**config.mk**
```make
export PLATFORM = sky130hd
export DESIGN_NAME = query_responder
export DESIGN_NICKNAME = d
export VERILOG_FILES = /design/src/hdl/query_pkg.sv /design/src/hdl/query_responder.sv /design/src/hdl/query_table.sv
export SDC_FILE = /design/constraint.sdc
export NUM_CORES = 1
export LEC_CHECK = 0
export ABC_AREA = 1
export BUFFER_PORTS_ARGS = -buffer_cell sky130_fd_sc_hd__buf_2
export CORE_ASPECT_RATIO = 1.75
export CORE_MARGIN = 3
export CORE_UTILIZATION = 35
export CTS_BUF_LIST = sky130_fd_sc_hd__clkbuf_8 sky130_fd_sc_hd__clkbuf_16
export CTS_CLUSTER_SIZE = 28
export DETAILED_ROUTE_END_ITERATION = 8
export PLACE_DENSITY = 0.79
export SYNTH_ARGS = -nofsm -noshare
export SYNTH_HDL_FRONTEND = slang
export SYNTH_SLANG_ARGS = --single-unit
export TNS_END_PERCENT = 5
```
**constraint.sdc**
```tcl
create_clock -name core_clk -period 0.94 [get_ports core_clk]
set_input_delay 0.047 -clock core_clk [delete_from_list [all_inputs] [get_ports core_clk]]
set_output_delay 0.047 -clock core_clk [all_outputs]
set_load 0.1 [all_outputs]
```
**src/hdl/query_pkg.sv**
```systemverilog
// constants shared by the query table responder and its lookup table
package query_pkg;

  // ****************************************
  // bus widths
  // ****************************************
  localparam int ADDR_W  = 24;
  localparam int DATA_W  = 16;
  localparam int BYTE_W  = 8;
  localparam int CMD_W   = 8;
  localparam int QOFFS_W = 8;

  // ****************************************
  // commands
  // ****************************************
  localparam logic [CMD_W-1:0] CMD_QUERY      = 8'h98;
  localparam logic [CMD_W-1:0] CMD_READ_ARRAY = 8'hFF;
  localparam logic [CMD_W-1:0] CMD_READ_STAT  = 8'h70;
  localparam logic [CMD_W-1:0] CMD_READ_IDENT = 8'h90;

  // ****************************************
  // query word offsets
  // ****************************************
  localparam logic [QOFFS_W-1:0] OFS_SIG0     = 8'h10;
  localparam logic [QOFFS_W-1:0] OFS_SIG1     = 8'h11;
  localparam logic [QOFFS_W-1:0] OFS_SIG2     = 8'h12;
  localparam logic [QOFFS_W-1:0] OFS_PRI_LO   = 8'h13;
  localparam logic [QOFFS_W-1:0] OFS_PRI_HI   = 8'h14;
  localparam logic [QOFFS_W-1:0] OFS_PTR_LO   = 8'h15;
  localparam logic [QOFFS_W-1:0] OFS_PTR_HI   = 8'h16;
  localparam logic [QOFFS_W-1:0] OFS_ALT_LO   = 8'h17;
  localparam logic [QOFFS_W-1:0] OFS_ALT_HI   = 8'h18;
  localparam logic [QOFFS_W-1:0] OFS_SEC_LO   = 8'h19;
  localparam logic [QOFFS_W-1:0] OFS_SEC_HI   = 8'h1A;
  localparam logic [QOFFS_W-1:0] OFS_RSV_LAST = 8'h0F;

  // ****************************************
  // table contents
  // ****************************************
  localparam logic [BYTE_W-1:0] VAL_SIG0   = 8'h51;
  localparam logic [BYTE_W-1:0] VAL_SIG1   = 8'h52;
  localparam logic [BYTE_W-1:0] VAL_SIG2   = 8'h59;
  localparam logic [BYTE_W-1:0] VAL_PTR_LO = 8'h0A;
  localparam logic [BYTE_W-1:0] VAL_PTR_HI = 8'h01;
  localparam logic [BYTE_W-1:0] VAL_ZERO   = 8'h00;
  localparam logic [BYTE_W-1:0] UPPER_LANE = 8'h00;
  // arbitrary value, names no real command set
  localparam logic [DATA_W-1:0] PRIMARY_CMDSET_CODE = 16'h0A5C;

  typedef enum logic [1:0] {
    mode_array,
    mode_query,
    mode_other
  } read_mode_t;

endpackage

```
**src/hdl/query_responder.sv**
```systemverilog
// read path of the flash that answers reads from the query database when asked
`timescale 1ns/1ps
module query_responder (
  // clock and reset
  input  wire logic                            core_clk,
  input  wire logic                            rst,
  // command write port
  input  wire logic                            cmd_wr,
  input  wire logic [query_pkg::CMD_W-1:0]     cmd_data,
  // read request
  input  wire logic                            rd_en,
  input  wire logic [query_pkg::ADDR_W-1:0]    rd_addr,
  // array data for the same read, from the array path
  input  wire logic [query_pkg::DATA_W-1:0]    array_data,
  // read answer
  output logic      [query_pkg::DATA_W-1:0]    rd_data,
  output logic                                 rd_valid,
  output logic                                 query_active
);

  // ****************************************
  // state
  // ****************************************
  typedef struct packed {
    query_pkg::read_mode_t         mode;
    logic [query_pkg::DATA_W-1:0]  data;
    logic                          valid;
  } state_t;

  state_t                          cur;
  state_t                          next_cur;
  logic [query_pkg::BYTE_W-1:0]    table_byte;
  logic                            in_table;

  // offsets above the low byte of the word address are outside the table
  assign in_table = (rd_addr[query_pkg::ADDR_W-1:query_pkg::QOFFS_W] == '0);

  query_table u_table (
    .offset     (rd_addr[query_pkg::QOFFS_W-1:0]),
    .table_byte (table_byte)
  );

  // ****************************************
  // next state
  // ****************************************
  always_comb begin
    next_cur       = cur;
    next_cur.valid = 1'b0;
    // a read in the same cycle as a command still sees the old mode
    if (rd_en) begin
      next_cur.valid = 1'b1;
      if (cur.mode == query_pkg::mode_query) begin
        if (in_table) begin
          next_cur.data = {query_pkg::UPPER_LANE, table_byte};
        end else begin
          next_cur.data = '0;
        end
      end else begin
        // status and identifier reads belong to other blocks; pass array data here
        next_cur.data = array_data;
      end
    end
    if (cmd_wr) begin
      unique case (cmd_data)
        query_pkg::CMD_QUERY:      next_cur.mode = query_pkg::mode_query;
        query_pkg::CMD_READ_ARRAY: next_cur.mode = query_pkg::mode_array;
        query_pkg::CMD_READ_STAT,
        query_pkg::CMD_READ_IDENT: next_cur.mode = query_pkg::mode_other;
        // program and erase setup codes leave the read mode alone
        default:                   next_cur.mode = cur.mode;
      endcase
    end
  end

  always_ff @(posedge core_clk) begin
    if (rst) begin
      cur.mode  <= query_pkg::mode_array;
      cur.data  <= '0;
      cur.valid <= 1'b0;
    end else begin
      cur <= next_cur;
    end
  end

  assign rd_data      = cur.data;
  assign rd_valid     = cur.valid;
  assign query_active = (cur.mode == query_pkg::mode_query);

  // ****************************************
  // checks
  // ****************************************
  property p_enter_query;
    @(posedge core_clk) disable iff (rst)
      cmd_wr && cmd_data == query_pkg::CMD_QUERY |=> query_active;
  endproperty
  a_enter_query: assert property (p_enter_query)
    else $error("query command did not enter query mode");

  property p_upper_zero;
    @(posedge core_clk) disable iff (rst)
      rd_en && query_active |=> rd_valid && rd_data[15:8] == 8'h00;
  endproperty
  a_upper_zero: assert property (p_upper_zero)
    else $error("upper lane not zero in query mode");

  property p_sig_q;
    @(posedge core_clk) disable iff (rst)
      rd_en && query_active && rd_addr == 24'h000010 |=> rd_data == 16'h0051;
  endproperty
  a_sig_q: assert property (p_sig_q)
    else $error("word 0x10 is not Q");

  property p_sig_ry;
    @(posedge core_clk) disable iff (rst)
      rd_en && query_active && rd_addr == 24'h000011 ##1
      rd_en && query_active && rd_addr == 24'h000012
      |-> rd_data == 16'h0052 ##1 rd_data == 16'h0059;
  endproperty
  a_sig_ry: assert property (p_sig_ry)
    else $error("words 0x11 and 0x12 are not R and Y");

  property p_primary_code;
    @(posedge core_clk) disable iff (rst)
      rd_en && query_active && rd_addr == 24'h000014
      |=> rd_data == {8'h00, query_pkg::PRIMARY_CMDSET_CODE[15:8]};
  endproperty
  a_primary_code: assert property (p_primary_code)
    else $error("word 0x14 is not the high code byte");

  property p_pointer;
    @(posedge core_clk) disable iff (rst)
      rd_en && query_active && (rd_addr == 24'h000015 || rd_addr == 24'h000016)
      |=> rd_data == ($past(rd_addr[1]) ? 16'h0001 : 16'h000A);
  endproperty
  a_pointer: assert property (p_pointer)
    else $error("extended table pointer wrong");

  property p_alt_sec_zero;
    @(posedge core_clk) disable iff (rst)
      rd_en && query_active && rd_addr >= 24'h000017 && rd_addr <= 24'h00001A
      |=> rd_data == 16'h0000;
  endproperty
  a_alt_sec_zero: assert property (p_alt_sec_zero)
    else $error("alternate or secondary word not zero");

  property p_reserved_zero;
    @(posedge core_clk) disable iff (rst)
      rd_en && query_active && rd_addr <= 24'h00000F |=> rd_data == 16'h0000;
  endproperty
  a_reserved_zero: assert property (p_reserved_zero)
    else $error("reserved word not zero");

  property p_mode_holds;
    @(posedge core_clk) disable iff (rst)
      query_active && !(cmd_wr && (cmd_data == query_pkg::CMD_READ_ARRAY
        || cmd_data == query_pkg::CMD_READ_STAT || cmd_data == query_pkg::CMD_READ_IDENT))
      |=> query_active;
  endproperty
  a_mode_holds: assert property (p_mode_holds)
    else $error("query mode left without a read mode command");

  property p_array_pass;
    @(posedge core_clk) disable iff (rst)
      rd_en && !query_active |=> rd_valid && rd_data == $past(array_data);
  endproperty
  a_array_pass: assert property (p_array_pass)
    else $error("array read not passed through outside query mode");

endmodule

```
**src/hdl/query_table.sv**
```systemverilog
// lookup of one query database byte by word offset
`timescale 1ns/1ps
module query_table (
  // lookup
  input  wire logic [query_pkg::QOFFS_W-1:0] offset,
  output logic      [query_pkg::BYTE_W-1:0]  table_byte
);

  always_comb begin
    unique case (offset)
      query_pkg::OFS_SIG0:   table_byte = query_pkg::VAL_SIG0;
      query_pkg::OFS_SIG1:   table_byte = query_pkg::VAL_SIG1;
      query_pkg::OFS_SIG2:   table_byte = query_pkg::VAL_SIG2;
      query_pkg::OFS_PRI_LO: table_byte = query_pkg::PRIMARY_CMDSET_CODE[7:0];
      query_pkg::OFS_PRI_HI: table_byte = query_pkg::PRIMARY_CMDSET_CODE[15:8];
      query_pkg::OFS_PTR_LO: table_byte = query_pkg::VAL_PTR_LO;
      query_pkg::OFS_PTR_HI: table_byte = query_pkg::VAL_PTR_HI;
      // alternate code, secondary pointer and reserved space all read zero
      default:               table_byte = query_pkg::VAL_ZERO;
    endcase
  end

endmodule

```
==> results_dict.tcl <==
set metrics [dict create \
    p_leak_nw 0.940 \
    detail_route.first_pass.iterations 4 \
    drtIter0Drc 12 \
    syn2layout_area_growth_pct 60.2 \
    cts_tree "done" \
    fmax_ghz 0.927 \
    fin_skew_ns 0.00837 \
    yosysWarningCount 0 \
    dp_hpwl_mm 2.62 \
    synth_area_leaders "dfxtp_1, nand2_1, buf_4" \
    die-area_sq_mm 0.00419 \
    rrSetupSlack_ns -0.10 \
    via_per_inst 4.60 \
    drc 0 \
    clk_path_buf_depth 2 \
    clock_latency_ns 0.26 \
    overflow 0 \
    wl_mm 3.25 \
    antenna_cells 0 \
    synth_top_flop_cell "dfxtp_1" \
    h-tree-depth 1 \
    worst_setup_path_end_kind "primary output" \
    arrival_ns 1.03 \
    io_pins 70 \
    fin_area_sq_mm 0.00192 \
    netlist_area_sq_mm 0.00120 \
    cts_made_buffers 3 \
    finalSetupViolCount 17 \
    setup_ws_ns -0.138 \
    critical_path_class "flip-flop to primary output" \
    timing.slew.headroom_pct 81.6 \
    place_area_sq_mm 0.00179 \
    die_h_um 83.4 \
    finalWorstPathRequiredPeriod_ns 1.08 \
    start_util_pct 37.3 \
    run_status "finished with violations" \
    io_buffers 69 \
    layout_commonest_cell "buf_2" \
    grt_pass1_vias 1285 \
    rows 27 \
    violations "negative setup slack" \
    clk_pin_slew_worst_paths_ns 0.07 \
    synth_cell_types 21 \
    cap_violations 0 \
    worstPathMaxFanout 3 \
    nets 297 \
    grt_max_degree 22 \
    required_ns 0.89 \
    synthCells 184 \
    clock_sinks 19 \
    holdWs_ns 0.0305 \
    timing_hold_violations_final 0 \
    clock-root-buffer "clkbuf_8" \
    slew_violations 0 \
    die_x_um 50.2 \
    netlist.area_leader.share_pct 31.7 \
    avgSynthCellArea_sq_um 6.51 \
    synth_fp_nets 236 \
    grt_pass1_wl_mm 5.06 \
    drive_above_1_share_pct 45.9 \
    vdd_ir_drop_max_mv 0.567 \
    core_area_sq_mm 0.00321 \
    antenna_found_initial 0 \
    synth_edf_count 0 \
    mostFrequentLayoutCells "buf_2, nand2_1, nor2_1, buf_12" \
    pre_cts_slack_ns -0.0688 \
    synthArstFlopShare_pct 0 \
    worst_setup_path_start_kind "flip-flop" \
    antenna_left 0 \
    grtUsageTotal_pct 15.2 \
    synth_seq_area_share_pct 31.7 \
    wire_per_inst_um 11.3 \
    num_vias 1320 \
    fin_crit_sh_pct 115 \
    yosysTopAreaCell "dfxtp_1" \
    ys_ff_latch 19 \
    hold_path_class "primary input to flip-flop" \
    tightest_slew_ns 0.273 \
    gpl.final_weighted_congestion 0.754 \
    p_per_area_mw_per_mm2 1240 \
    rsz0062_at_grt "yes" \
]
where the power goes:
part / switching [mW] / internal, mW / leakage (nW) / total (mW)
Clock: 0.270 / 0.295 / 0.0255 / 0.565
Combinational: 0.556 / 0.352 / 0.755 / 0.908
Sequential: 0.0509 / 0.856 / 0.159 / 0.907
cell type report:
class,count,area (sq um)
clock buffer,3,41.3
clock inverter,1,5.00
fill,291,1290
inverter,19,78.8
multi-input combinational,125,636
sequential,19,383
tap,43,53.8
timing repair buffer,77,723
critical path, stage by stage, from the launching register on:
cell     delay [ns]
dfxtp_2        0.34
inv_2          0.04
nor2_4         0.11
buf_6          0.12
buf_12         0.16
kinds of logic after synthesis:
kind of cell	after synthesis	share of synthesized area (%)
buffers and inverters	40	19.2
and+or+nand+nor	85	32.3
DFF	19	31.7
AOI/OAI and AO/OA	40	16.8
cell usage after synthesis, types with 2 or more instances:
library cell	number
nor2_2	3
nand2_2	6
nor2_1	25
buf_4	16
inv_1	17
clkbuf_1	2
nand3b_1	2
o21ai_0	17
nand2_1	39
nand3_1	5
nor2_4	4
dfxtp_1	19
a21oi_1	21
metal layers:
layer	routed length, um	part of all wire, %	global-route usage (%)
met1	1120	34	13.4
met2	1890	58	31.5
met3	189	5.8	1.97
met4	47	1.4	6.05
met5	0	0	0
per-stage QoR:
step | total power [mW] | std cells | util [%] | setup TNS [ns]
after global placement | 1.79 | 280 | 55.9 | -0.0860
after floorplan | 1.48 | 184 | - | -6.83
after global routing | 2.47 | 287 | 59.8 | -2.56
after CTS | 2.37 | 287 | 58.2 | -1.53
final | 2.38 | 287 | 59.8 | -1.27
after detailed placement | 1.81 | 280 | 55.9 | -0.567
final timing paths:
kind	startpoint	end	cells after the start
worst max register to register	cur[17]	rd_data[4]	7
worst min-delay path	array_data[7]	rd_data[7]	3
worst max-delay path	cur[17]	query_active	4
worst min register to register	cur[17]	cur[17]	2
what timing repair did:
action	in CTS	in global routing
setup buffers	2	0
hold buffers	1	0
endpoints found under the hold margin	2	0
endpoints found under the setup margin	17	17
gates resized for setup	2	16
pin swaps	1	2
cloned	0	0
flip-flops by register name, summed over array words and instances (netlist names):
signal    count
rd_valid      1
rd_data      16
cur           2
No activity file was read; power rests on OpenSTA's default activity.
